==> src/rtl/rtc_pkg.sv <==
package rtc_pkg;

	// Operating modes of one output channel.
	typedef enum logic [2:0] {
		MODE_INACTIVE = 3'h0,
		MODE_ONE_ON   = 3'h1,
		MODE_ONE_OFF  = 3'h2,
		MODE_INSIDE   = 3'h3,
		MODE_OUTSIDE  = 3'h4,
		MODE_SERIAL   = 3'h5
	} rtc_mode_type;

	// Reaction to a fault situation.
	typedef enum logic [1:0] {
		FAULT_HOLD = 2'h0,
		FAULT_ON   = 2'h1,
		FAULT_OFF  = 2'h2
	} rtc_fault_type;

	localparam int VALUE_W = 16;
	localparam int DELAY_W = 10;
	localparam int GAP_W   = 7;
	localparam int COUNT_W = 20;

	localparam logic signed [VALUE_W-1:0] THRESH_MIN = -16'sd999;
	localparam logic signed [VALUE_W-1:0] THRESH_MAX = 16'sd9999;
	localparam logic [VALUE_W-1:0]        BAND_MAX   = 16'h03E7;
	localparam logic [DELAY_W-1:0]        DELAY_MAX  = 10'h3E7;
	localparam logic [GAP_W-1:0]          GAP_MAX    = 7'h63;

	// Tenth-second ticks per unit step of a delay, and per second of frame gap timeout.
	localparam logic [COUNT_W-1:0] TENTHS_PER_SEC_STEP = 20'h0_0001;
	localparam logic [COUNT_W-1:0] TENTHS_PER_MIN_STEP = 20'h0_003C;
	localparam logic [COUNT_W-1:0] TENTHS_PER_SEC      = 20'h0_000A;

	// Tick period derived from the 40 MHz clock.
	localparam int CLK_HZ         = 40_000_000;
	localparam int TICK_PERIOD_MS = 100;
	localparam int TICK_CYCLES    = CLK_HZ / 1000 * TICK_PERIOD_MS;

	localparam logic RESET_OUT = 1'b0;

endpackage

==> src/rtl/relay_threshold_controller.sv <==
`timescale 1ns/1ps
// Functional notes
// - First threshold per channel, signed, -999 to 9999, centre of its band.
// - Second threshold per channel, -999 to 9999, used only in window modes.
// - Band half-width 0 to 999; full band is twice the setting.
// - Output may change only when input lies outside the threshold band.
// - Inactive mode keeps output off unless fault reaction forces it on.
// - One-on mode: on above threshold plus band, off below threshold minus band.
// - One-off mode: off above threshold plus band, on below minus band.
// - Inside-window: on between lower plus band and higher minus band.
// - Outside-window: on above higher plus band or below lower minus band.
// - Higher and lower thresholds found by comparison, any order allowed.
// - Serial mode drives output from serial commands, ignoring measurement.
// - Indicator LED lit whenever the channel relay is closed.
// - Serially set output states are not retained across power loss.
// - Turn on only after dwell beyond border for turn-on delay, 0 to 99.9.
// - Turn off only after dwell beyond border for turn-off delay, 0 to 99.9.
// - Output unchanged if input returns before the delay elapses.
// - Delays counted in seconds or minutes, selectable per channel.
// - On fault apply reaction: hold state, force on, or force off.
// - Threshold modes treat out-of-range measurement as a fault.
// - Serial mode treats frame gap longer than timeout as a fault.
// - Force-on reaction turns output on even in inactive mode.
// - Independent settings per channel; LED driven on every channel, relay only where fitted.
// - Frame timeout 0 to 99 seconds; zero disables the supervision.
// - With both delays zero the output follows at once on a border crossing.
module relay_threshold_controller
	import rtc_pkg::*;
#(
	parameter int CHANNELS = 3,
	parameter int TICK_DIV = TICK_CYCLES
) (
	// Clock and reset.
	input  wire logic                              clk,
	input  wire logic                              rst,
	// Measurement: live value, detected peak and their range flags.
	input  wire logic signed [VALUE_W-1:0]         measuredValue,
	input  wire logic                              measuredOutOfRange,
	input  wire logic signed [VALUE_W-1:0]         peakValue,
	input  wire logic                              peakOutOfRange,
	// Serial side: pulse on each good frame, per-channel commanded state.
	input  wire logic                              frameReceived,
	input  wire logic                              serialWrite,
	input  wire logic [CHANNELS-1:0]               serialState,
	input  wire logic [GAP_W-1:0]                  frame_gap_timeout,
	// Per-channel settings, packed channel 0 in the low slice.
	input  wire logic [CHANNELS*VALUE_W-1:0]       first_threshold,
	input  wire logic [CHANNELS*VALUE_W-1:0]       second_threshold,
	input  wire logic [CHANNELS*VALUE_W-1:0]       band_half_width,
	input  wire logic [CHANNELS*3-1:0]             channelMode,
	input  wire logic [CHANNELS*DELAY_W-1:0]       turn_on_delay,
	input  wire logic [CHANNELS*DELAY_W-1:0]       turn_off_delay,
	input  wire logic [CHANNELS-1:0]               unitMinutes,
	input  wire logic [CHANNELS*2-1:0]             fault_response,
	input  wire logic [CHANNELS-1:0]               usePeak,
	input  wire logic [CHANNELS-1:0]               relayFitted,
	// Outputs to relay drivers and indicator LEDs, and the serial fault flag.
	output logic      [CHANNELS-1:0]               relayDrive,
	output logic      [CHANNELS-1:0]               indicatorLed,
	output logic                                   serialFault
);
	logic        tick;
	logic [COUNT_W-1:0] gapCountQ;
	logic        serialFaultQ;

	// Limits a setting to its documented range so a bad value cannot widen a band.
	function automatic logic signed [VALUE_W:0] clampThresh(input logic signed [VALUE_W-1:0] v);
		if (v < THRESH_MIN) begin
			return (VALUE_W+1)'(THRESH_MIN);
		end else if (v > THRESH_MAX) begin
			return (VALUE_W+1)'(THRESH_MAX);
		end
		return (VALUE_W+1)'(v);
	endfunction

	function automatic logic [DELAY_W-1:0] clampDelay(input logic [DELAY_W-1:0] v);
		return (v > DELAY_MAX) ? DELAY_MAX : v;
	endfunction

	rtc_tick_divider #(
		.CYCLES(TICK_DIV)
	) uTick (
		.clk (clk),
		.rst (rst),
		.tick(tick)
	);

	// Frame gap supervision in tenths of a second; zero timeout disables it.
	always_ff @(posedge clk) begin
		if (rst) begin
			gapCountQ    <= '0;
			serialFaultQ <= 1'b0;
		end else if (frameReceived || frame_gap_timeout == '0) begin
			gapCountQ    <= '0;
			serialFaultQ <= 1'b0;
		end else if (tick) begin
			if (gapCountQ > COUNT_W'(((frame_gap_timeout > GAP_MAX) ? GAP_MAX : frame_gap_timeout))
					* TENTHS_PER_SEC) begin
				serialFaultQ <= 1'b1;
			end else begin
				gapCountQ <= gapCountQ + 20'h0_0001;
			end
		end
	end

	always_ff @(posedge clk) begin
		if (rst) begin
			serialFault <= 1'b0;
		end else begin
			serialFault <= serialFaultQ;
		end
	end

	genvar ch;
	generate
		for (ch = 0; ch < CHANNELS; ch++) begin : gChan
			logic signed [VALUE_W:0]   thrA;
			logic signed [VALUE_W:0]   thrB;
			logic signed [VALUE_W:0]   thrHi;
			logic signed [VALUE_W:0]   thrLo;
			logic signed [VALUE_W:0]   band;
			logic signed [VALUE_W+1:0] value;
			logic                      outOfRange;
			rtc_mode_type              mode;
			rtc_fault_type             faultSel;
			logic                      wantValid;
			logic                      wantOn;
			logic                      fault;
			logic [COUNT_W-1:0]        needTicks;
			logic [COUNT_W-1:0]        dwellQ;
			logic                      stateQ;
			logic                      serialQ;
			logic                      relayQ;
			logic                      ledQ;

			assign thrA  = clampThresh(first_threshold[ch*VALUE_W +: VALUE_W]);
			assign thrB  = clampThresh(second_threshold[ch*VALUE_W +: VALUE_W]);
			assign band  = (VALUE_W+1)'((band_half_width[ch*VALUE_W +: VALUE_W] > BAND_MAX)
				? BAND_MAX : band_half_width[ch*VALUE_W +: VALUE_W]);
			assign thrHi = (thrA > thrB) ? thrA : thrB;
			assign thrLo = (thrA > thrB) ? thrB : thrA;
			assign value = usePeak[ch] ? (VALUE_W+2)'(peakValue) : (VALUE_W+2)'(measuredValue);
			assign outOfRange = usePeak[ch] ? peakOutOfRange : measuredOutOfRange;
			assign mode     = rtc_mode_type'(channelMode[ch*3 +: 3]);
			assign faultSel = rtc_fault_type'(fault_response[ch*2 +: 2]);

			// Desired state exists only outside the bands; inside, wantValid drops.
			always_comb begin
				wantValid = 1'b0;
				wantOn    = 1'b0;
				unique case (mode)
					MODE_ONE_ON, MODE_ONE_OFF: begin
						if (value > thrA + band) begin
							wantValid = 1'b1;
							wantOn    = (mode == MODE_ONE_ON);
						end else if (value < thrA - band) begin
							wantValid = 1'b1;
							wantOn    = (mode == MODE_ONE_OFF);
						end
					end
					MODE_INSIDE, MODE_OUTSIDE: begin
						if (value > thrLo + band && value < thrHi - band) begin
							wantValid = 1'b1;
							wantOn    = (mode == MODE_INSIDE);
						end else if (value > thrHi + band || value < thrLo - band) begin
							wantValid = 1'b1;
							wantOn    = (mode == MODE_OUTSIDE);
						end
					end
					default: begin
						wantValid = 1'b0;
						wantOn    = 1'b0;
					end
				endcase
			end

			always_comb begin
				unique case (mode)
					MODE_SERIAL:   fault = serialFaultQ;
					MODE_INACTIVE: fault = 1'b1;
					default:       fault = outOfRange;
				endcase
			end

			// Turn-on or turn-off delay in tick units, scaled by the unit selection.
			assign needTicks = COUNT_W'(clampDelay(wantOn
				? turn_on_delay[ch*DELAY_W +: DELAY_W]
				: turn_off_delay[ch*DELAY_W +: DELAY_W]))
				* (unitMinutes[ch] ? TENTHS_PER_MIN_STEP
				                   : TENTHS_PER_SEC_STEP);

			// Dwell counter restarts whenever the input is back inside a band.
			always_ff @(posedge clk) begin
				if (rst || !wantValid || wantOn == stateQ) begin
					dwellQ <= '0;
				end else if (tick && dwellQ < needTicks) begin
					dwellQ <= dwellQ + 20'h0_0001;
				end
			end

			always_ff @(posedge clk) begin
				if (rst) begin
					stateQ <= RESET_OUT;
				end else if (wantValid && wantOn != stateQ && dwellQ >= needTicks) begin
					stateQ <= wantOn;
				end
			end

			// Serial state is volatile: reset clears it, nothing keeps it.
			always_ff @(posedge clk) begin
				if (rst) begin
					serialQ <= RESET_OUT;
				end else if (serialWrite) begin
					serialQ <= serialState[ch];
				end
			end

			// Final selection with fault reaction; inactive only honours force-on.
			logic relayNext;
			always_comb begin
				relayNext = (mode == MODE_SERIAL) ? serialQ : stateQ;
				if (mode == MODE_INACTIVE) begin
					relayNext = (faultSel == FAULT_ON);
				end else if (fault) begin
					unique case (faultSel)
						FAULT_ON:  relayNext = 1'b1;
						FAULT_OFF: relayNext = 1'b0;
						// Hold uses the unmasked state so an LED-only channel keeps its lamp.
						default:   relayNext = ledQ;
					endcase
				end
			end

			always_ff @(posedge clk) begin
				if (rst) begin
					relayQ <= RESET_OUT;
					ledQ   <= RESET_OUT;
				end else begin
					relayQ <= relayNext & relayFitted[ch];
					ledQ   <= relayNext;
				end
			end

			assign relayDrive[ch]   = relayQ;
			assign indicatorLed[ch] = ledQ;
		end
	endgenerate
endmodule

==> src/rtl/rtc_tick_divider.sv <==
`timescale 1ns/1ps
// Produces a one-cycle enable every tenth of a second for the dwell timers.
module rtc_tick_divider
	import rtc_pkg::*;
#(
	parameter int CYCLES = TICK_CYCLES
) (
	// Clock and reset.
	input  wire logic clk,
	input  wire logic rst,
	// Tick output.
	output logic      tick
);
	logic [31:0] countQ;

	always_ff @(posedge clk) begin
		if (rst) begin
			countQ <= 32'h0000_0000;
			tick   <= 1'b0;
		end else if (countQ == 32'(CYCLES - 1)) begin
			countQ <= 32'h0000_0000;
			tick   <= 1'b1;
		end else begin
			countQ <= countQ + 32'h0000_0001;
			tick   <= 1'b0;
		end
	end
endmodule

==> config.mk <==
export PLATFORM = sky130hd
export DESIGN_NAME = relay_threshold_controller
export DESIGN_NICKNAME = d
export VERILOG_FILES = /design/src/rtl/rtc_pkg.sv /design/src/rtl/relay_threshold_controller.sv /design/src/rtl/rtc_tick_divider.sv
export SDC_FILE = /design/constraint.sdc
export NUM_CORES = 2
export LEC_CHECK = 0
export ABC_AREA = 0
export BUFFER_PORTS_ARGS = -buffer_cell sky130_fd_sc_hd__buf_2
export CORE_MARGIN = 3
export CORE_UTILIZATION = 60
export DETAILED_ROUTE_END_ITERATION = 12
export GPL_TIMING_DRIVEN = 0
export PLACE_DENSITY = 0.76
export SKIP_LAST_GASP = 1
export SLEW_MARGIN = 10
export SYNTH_ARGS = -nofsm -noshare
export SYNTH_HDL_FRONTEND = slang
export SYNTH_SLANG_ARGS = --single-unit
==> constraint.sdc <==
create_clock -name clk -period 34.2 [get_ports clk]
set_clock_uncertainty 0.1 [all_clocks]
set_input_delay 3.42 -clock clk [delete_from_list [all_inputs] [get_ports clk]]
set_output_delay 3.42 -clock clk [all_outputs]
set_load 0.005 [all_outputs]
Word level (Yosys, flattened, before mapping)
Index checks and enable logic that the tools add are counted.
{ "totals": {"out_inout_bits": 7, "regBits": 127, "wordCells": 266} }
{ "classes": {"muxes": 101, "bitwise_logic": 4, "reduce_logical": 39, "n_mul": 4, "n_eq_ne": 28, "add_sub_neg": 23, "n_lt_le_gt_ge": 47} }
{ "ops": {"columns": ["operator", "n"], "rows": [
  ["2-to-1 mux 17 bit", 24],
  ["adder 17 x 17 -> 18 bit", 9],
  ["greater-than comparator 18 bit", 9],
  ["less-than comparator 18 bit", 9],
  ["subtractor 17 x 17 -> 18 bit", 9],
  ["greater-than comparator 16 x 15 -> 1 bit (second input constant)", 6],
  ["less-than comparator 16 x 11 -> 1 bit (second input constant)", 6],
  ["adder 20 x 1 -> 20 bit (second input constant)", 4],
  ["greater-or-equal comparator 20 x 16 -> 1 bit", 3],
  ["less-than comparator 20 x 16 -> 1 bit", 3],
  ["2-to-1 mux 10 bit", 6],
  ["2-to-1 mux 18 bit", 3],
  ["greater-than comparator 17 bit", 3],
  ["2-to-1 mux 1 bit", 49],
  ["greater-than comparator 16 x 10 -> 1 bit (second input constant)", 3],
  ["multiplier 10 x 6 -> 16 bit", 3],
  ["2-to-1 mux 16 bit", 3],
  ["adder 32 x 1 -> 32 bit (second input constant)", 1],
  ["equality test 32 x 22 -> 1 bit (second input constant)", 1],
  ["greater-than comparator 10 bit (second input constant)", 3],
  ["case mux 1 bit (2 select lines)", 12],
  ["greater-than comparator 20 x 11 -> 1 bit", 1],
  ["equality test 3 x 2 -> 1 bit (second input constant)", 6],
  ["equality test 3 bit (second input constant)", 6],
  ["other kinds (18)", 64]
]} }

Logic depth before layout (Yosys ltp)
{ "logic_depth": {"word_depth": 18, "ltp_mapped": 75, "depth_no_buf": 71} }

Hierarchy
A second synthesis with hierarchy kept.
{ "unflattened": {"hier_cells": 4695, "hier_area_um2": 36533.8} }
{ "by_module_without_submodules": {"columns": ["mod", "area_per_inst_um2", "cells_per_inst", "seq_area_each_um2", "instances"], "rows": [
  ["relay_threshold_controller", 34877.2, 4504, 1881.8, 1],
  ["rtc_tick_divider", 1656.6, 191, 660.6, 1]
]} }

Worst setup path before layout
Ideal clock, no wire load.
{ "synth_path": {"path_type": "input to register", "from": "input port first_threshold[23]", "to": "register gChan[1].dwellQ[12]", "required_time_ns": 33.983, "setup_ns": 0.117, "path_buffers": 3, "stages": 70, "t_arrival_ns": 16.907, "path_slack_ns": 17.076, "path_cell_list": "or3_1 o21ai_0 a31oi_1 o21ai_0 inv_1 ha_1 nor2b_1 o21a_1 o21a_1 o211ai_1 a21boi_0 o21ai_0 a21oi_1 o221ai_1 or2_2 clkbuf_1 buf_2 mux2i_1 [... 34 more ...] o21bai_1 a21oi_1 nor2b_1 o21a_1 o21ai_0 nand2b_1 a21oi_1 xor2_1 ha_1 nor2b_1 o21ai_0 nand2_1 a2111oi_4 and4_1 nand3_1 nor2_1 xnor2_1 nor2_1"} }
{ "synth_between": {"elab_chain_len": 18, "word_cells_on_any_way": 43, "cone_classes": "add/sub (6); mul (1); order compare (11); eq/ne (1); mux (18); reduce/logical (6)"} }
{ "synth_rtl": {"columns": ["element", "line_no", "text"], "rows": [
  ["start, declared", "relay_threshold_controller.sv:47", "input wire logic [CHANNELS*VALUE_W-1:0] first_threshold,"],
  ["greater-than comparator 16 x 15 -> 1 bit", "relay_threshold_controller.sv:70", "end else if (v > THRESH_MAX) begin"],
  ["2-to-1 mux 1 bit", "relay_threshold_controller.sv:70", null],
  ["2-to-1 mux 1 bit", "relay_threshold_controller.sv:68", "if (v < THRESH_MIN) begin"],
  ["2-to-1 mux 17 bit *", "relay_threshold_controller.sv:73", "return (VALUE_W+1)'(v);"],
  ["greater-than comparator 17 bit", "relay_threshold_controller.sv:140, relay_threshold_controller.sv:141", null],
  ["2-to-1 mux 17 bit, on equally long branches", "relay_threshold_controller.sv:140, relay_threshold_controller.sv:141", null],
  ["adder 17 x 17 -> 18 bit or subtractor 17 x 17 -> 18 bit (tied branches)", "relay_threshold_controller.sv:165", "end else if (value > thrHi + band || value < thrLo - band) begin"],
  ["greater-than comparator 18 bit or less-than comparator 18 bit (tied branches)", "relay_threshold_controller.sv:165", null],
  ["[... 2 more ...]", null, null],
  ["2-to-1 mux 1 bit", "relay_threshold_controller.sv:162", "if (value > thrLo + band && value < thrHi - band) begin"],
  ["case mux 1 bit (2 select lines)", "relay_threshold_controller.sv:151", "unique case (mode)"],
  ["2-to-1 mux 10 bit", "relay_threshold_controller.sv:187", "? turn_on_delay[ch*DELAY_W +: DELAY_W]"],
  ["greater-than comparator 10 bit", "relay_threshold_controller.sv:77", "return (v > DELAY_MAX) ? DELAY_MAX : v;"],
  ["2-to-1 mux 10 bit", "relay_threshold_controller.sv:77", null],
  ["multiplier 10 x 6 -> 16 bit", "relay_threshold_controller.sv:189", "* (unitMinutes[ch] ? TENTHS_PER_MIN_STEP"],
  ["less-than comparator 20 x 16 -> 1 bit", "relay_threshold_controller.sv:196", "end else if (tick && dwellQ < needTicks) begin"],
  ["logical AND 1 bit", "relay_threshold_controller.sv:196", null],
  ["end signal, assigned", "relay_threshold_controller.sv:197", "dwellQ <= dwellQ + 20'h0_0001;"],
  ["end, declared", "relay_threshold_controller.sv:130", "logic [COUNT_W-1:0] dwellQ;"]
]} }
Mark *: on every way between the ends. The rest lies on a longest branch, timed or not.
A chain may end at the register's enable or synchronous reset.

Final worst setup path
{ "layout_path": {"from": "input port first_threshold[15]", "to": "register gChan[0].dwellQ[9]"} }
{ "layout_between": {"elab_chain_len": 18, "word_cells_on_any_way": 43, "cone_classes": "add/sub (6); mul (1); order compare (11); eq/ne (1); mux (18); reduce/logical (6)"} }
{ "layout_rtl": {"columns": ["element", "line_no"], "rows": [
  ["greater-than comparator 16 x 15 -> 1 bit", "relay_threshold_controller.sv:70"],
  ["2-to-1 mux 1 bit", "relay_threshold_controller.sv:70"],
  ["2-to-1 mux 1 bit", "relay_threshold_controller.sv:68"],
  ["2-to-1 mux 17 bit *", "relay_threshold_controller.sv:73"],
  ["greater-than comparator 17 bit", "relay_threshold_controller.sv:140, relay_threshold_controller.sv:141"],
  ["2-to-1 mux 17 bit, on equally long branches", "relay_threshold_controller.sv:140, relay_threshold_controller.sv:141"],
  ["adder 17 x 17 -> 18 bit or subtractor 17 x 17 -> 18 bit (tied branches)", "relay_threshold_controller.sv:165"],
  ["greater-than comparator 18 bit or less-than comparator 18 bit (tied branches)", "relay_threshold_controller.sv:165"],
  ["[... 2 more ...]", null],
  ["2-to-1 mux 1 bit", "relay_threshold_controller.sv:162"],
  ["case mux 1 bit (2 select lines)", "relay_threshold_controller.sv:151"],
  ["2-to-1 mux 10 bit", "relay_threshold_controller.sv:187"],
  ["greater-than comparator 10 bit", "relay_threshold_controller.sv:77"],
  ["2-to-1 mux 10 bit", "relay_threshold_controller.sv:77"],
  ["multiplier 10 x 6 -> 16 bit", "relay_threshold_controller.sv:189"],
  ["less-than comparator 20 x 16 -> 1 bit", "relay_threshold_controller.sv:196"],
  ["logical AND 1 bit", "relay_threshold_controller.sv:196"],
  ["end signal, assigned", "relay_threshold_controller.sv:197"],
  ["end, declared", "relay_threshold_controller.sv:130"]
]} }
Marked as above.

==> results.yml <==
cells_and_area:
  syn_to_final_growth_pct: 9.45
  stdcell_count: 5789
  drive_gt1_share_pct: 9.17
  final_common_cell: "ha_1"
  mostFrequentLayoutCells: "ha_1 (835), inv_1 (429), nor2_1 (427)"
  final_util_pct: 67.1
  fin_nets: 6196
sta:
  setup_viol: 0
  fmax_mhz: 51.4
  setup_tns_ns: 0
  rsz0062_at_grt: "no"
  period_share_pct: 56.9
  period_minus_slack_ns: 19.46
  hold_viol: 0
  tightest_slew_ns: 1.10
  slew_viol_final: 0
  relSlewSlack_pct: 26.0
floorplan:
  initial_utilization_pct: 61.3
  core_sq_um: 58500
  rows: 88
  die_h_microns: 250
  die_x_microns: 250
  io-pin-count: 283
  dieArea_sq_um: 62700
critical_path:
  r2r_end: "gChan[0].dwellQ[9]"
  cpPeakStageDelay_ns: 0.61
  worstPathArrival_ns: 19.66
  worstPathRequired_ns: 34.40
  cp_common_cell: "a21oi_1"
  critPathLaunchType: "input port"
  cp_max_fo: 10
  reg2regPathDepth: 12
  r2r_slack_ns: 31.08
  critPathKind: "input port to register"
  endpoint_kind: "register"
  slowest_stage: "fa_1"
  r2r_start: "gChan[0].dwellQ[5]"
yosys:
  synth_cells: 4582
  synth_top_area_share_pct: 29.1
  ys_seq_area_share_pct: 7.09
  synth_edf_count: 0
  syn_area_sq_um: 35900
  ys_ff_latch: 127
  syn_area_per_cell_sq_um: 7.83
  synthDistinctLibCells: 96
  synth.top_cells.by_area: "ha_1 (29%), dfxtp_1 (7.1%), xnor2_1 (6.6%)"
  yosysWarningCount: 0
  async_flop_share_pct: 0
  synth_ff_type: "dfxtp_1"
  synth_top_area_cell: "ha_1"
cts:
  cts_buffers: 17
  cts.clk_slew.worst_paths_ns: 0.06
  cts.sinks: 127
  cts_hold_buf: 0
  postCtsSetupBuffers: 0
  cts_htree_levels: 4
  root_buffer: "clkbuf_16"
  clock_latency_ns: 0.44
  cts_tree: "done"
  clock_path_buffers: 2
  post_cts_resized: 0
global_routing:
  grt_max_degree: 19
  grt_first_pass_wirelength_microns: 158000
  grt_pass1_vias: 31619
  grtUsageTotal_pct: 30.5
  antenna_found_initial: 17
  overflow: 0
placement:
  place.gp.congestion: 0.992
  hpwl_microns: 84900
  place_inst: 5749
  port_buffers: 269
hold_path:
  worstHoldPathType: "register to register"
  hold-path-cell-count: 2
  hold_start: "gChan[1].dwellQ[19]"
  worst_hold_path.endpoint: "gChan[1].dwellQ[19]"
power_and_ir_drop:
  irDropWorstVdd_v: 0.0000409
  powerDensity_nw_per_um2: 37.8
  p_total_mw: 1.49
  power.leakage_nw: 19.3
job:
  drv_cap: 0
routing:
  drc_errors: 0
  wl_microns: 98800
  drtIter0Drc: 2484
  vias_per_cell: 5.85
  via_count: 33855
  post_drt_wl_per_cell_microns: 17.1
  ant_nets: 0
  first_pass_iters: 6
run_status:
  status: "finished, final reports clean"
-- routing by layer --
metal	up-vias	track usage [%]	wire (microns)
li1	17051	-	-
met1	15653	42.6	46000
met2	985	49.0	43200
met3	156	3.82	6580
met4	10	9.12	2900
met5	-	0	54
-- sequential cells by signal, summed over array words and instances, names as in the netlist --
name and cells:
gChan.dwellQ 60, gChan.ledQ 3, uTick.tick 1, gChan.stateQ 3, gChan.relayQ 3, serialFault 1, gapCountQ 20, gChan.serialQ 3
uTick.countQ 32, serialFaultQ 1
-- metrics by stage --
| step | setup slack, ns | cell area (sq um) | hold slack [ns] |
|---|---|---|---|
| after detailed placement | 14.54 | 38700 | 0.314 |
| after floorplan | 17.08 | 36400 | 0.303 |
| final | 14.74 | 39300 | 0.323 |
| after global routing | 13.41 | 39200 | 0.342 |
| after global placement | 14.59 | 38700 | 0.311 |
| after CTS | 14.98 | 39200 | 0.323 |
-- worst max-delay path: cells and delay by family --
| kind | cells | cell delay [ns] |
|---|---|---|
| AOI/OAI and AO/OA | 34 | 8.47 |
| and+or+nand+nor | 15 | 2.34 |
| xor gates and xnor gates | 3 | 0.43 |
| adders and majority gates | 8 | 3.24 |
| buffers and inverters | 8 | 1.68 |
-- power by group --
part / leakage (nW) / total [mW] / internal, mW / switching, mW
clock: 0.267 / 0.178 / 0.104 / 0.0739
combinational: 18.0 / 1.16 / 0.495 / 0.663
sequential: 1.02 / 0.149 / 0.149 / 0.000559
-- Yosys cell counts, types with 59 or more instances --
cell	number
clkbuf_1	102
nor3_1	101
o21ai_0	169
dfxtp_1	127
nor2_1	427
nand2_1	231
xor2_1	140
inv_1	429
xnor2_1	270
ha_1	835
a21oi_1	349
mux2i_1	124
nand3_1	110
nor2b_1	59
nand4_1	90
o21bai_1	71
fa_1	82
a21o_1	105
-- layout make-up --
type / count / area [sq um]
fillers: 5237 / 19200
clock inverters: 10 / 105
clock buffers: 21 / 460
repair buffers: 269 / 1350
flip-flops and latches: 127 / 2540
multi-input cells: 4021 / 31600
well taps: 765 / 957
inverters: 430 / 1610
plain buffers: 137 / 601
diodes: 9 / 22.5
-- cells by family after synthesis --
kind of cell	after synthesis	share of synthesized area, %
flops	127	7.09
other cells	2	0.0209
mux	182	5.40
xor+xnor	410	10.0
buf+inv	567	6.18
compound gates	1049	19.3
fa+ha+maj	917	33.7
simple gates	1328	18.2
-- worst max-delay path by stage --
| stage | end | from | slack, ns |
|---|---|---|---|
| after CTS | gChan[0].dwellQ[15] | first_threshold[15] | 14.98 |
| after detailed placement | gChan[0].dwellQ[15] | first_threshold[15] | 14.54 |
| after global placement | gChan[1].dwellQ[14] | first_threshold[31] | 14.59 |
| after global routing | gChan[0].dwellQ[15] | first_threshold[15] | 13.41 |
| final | gChan[0].dwellQ[9] | first_threshold[15] | 14.74 |
| after floorplan | gChan[1].dwellQ[12] | first_threshold[23] | 17.08 |
Note: power is estimated with default switching activity, not from simulation.
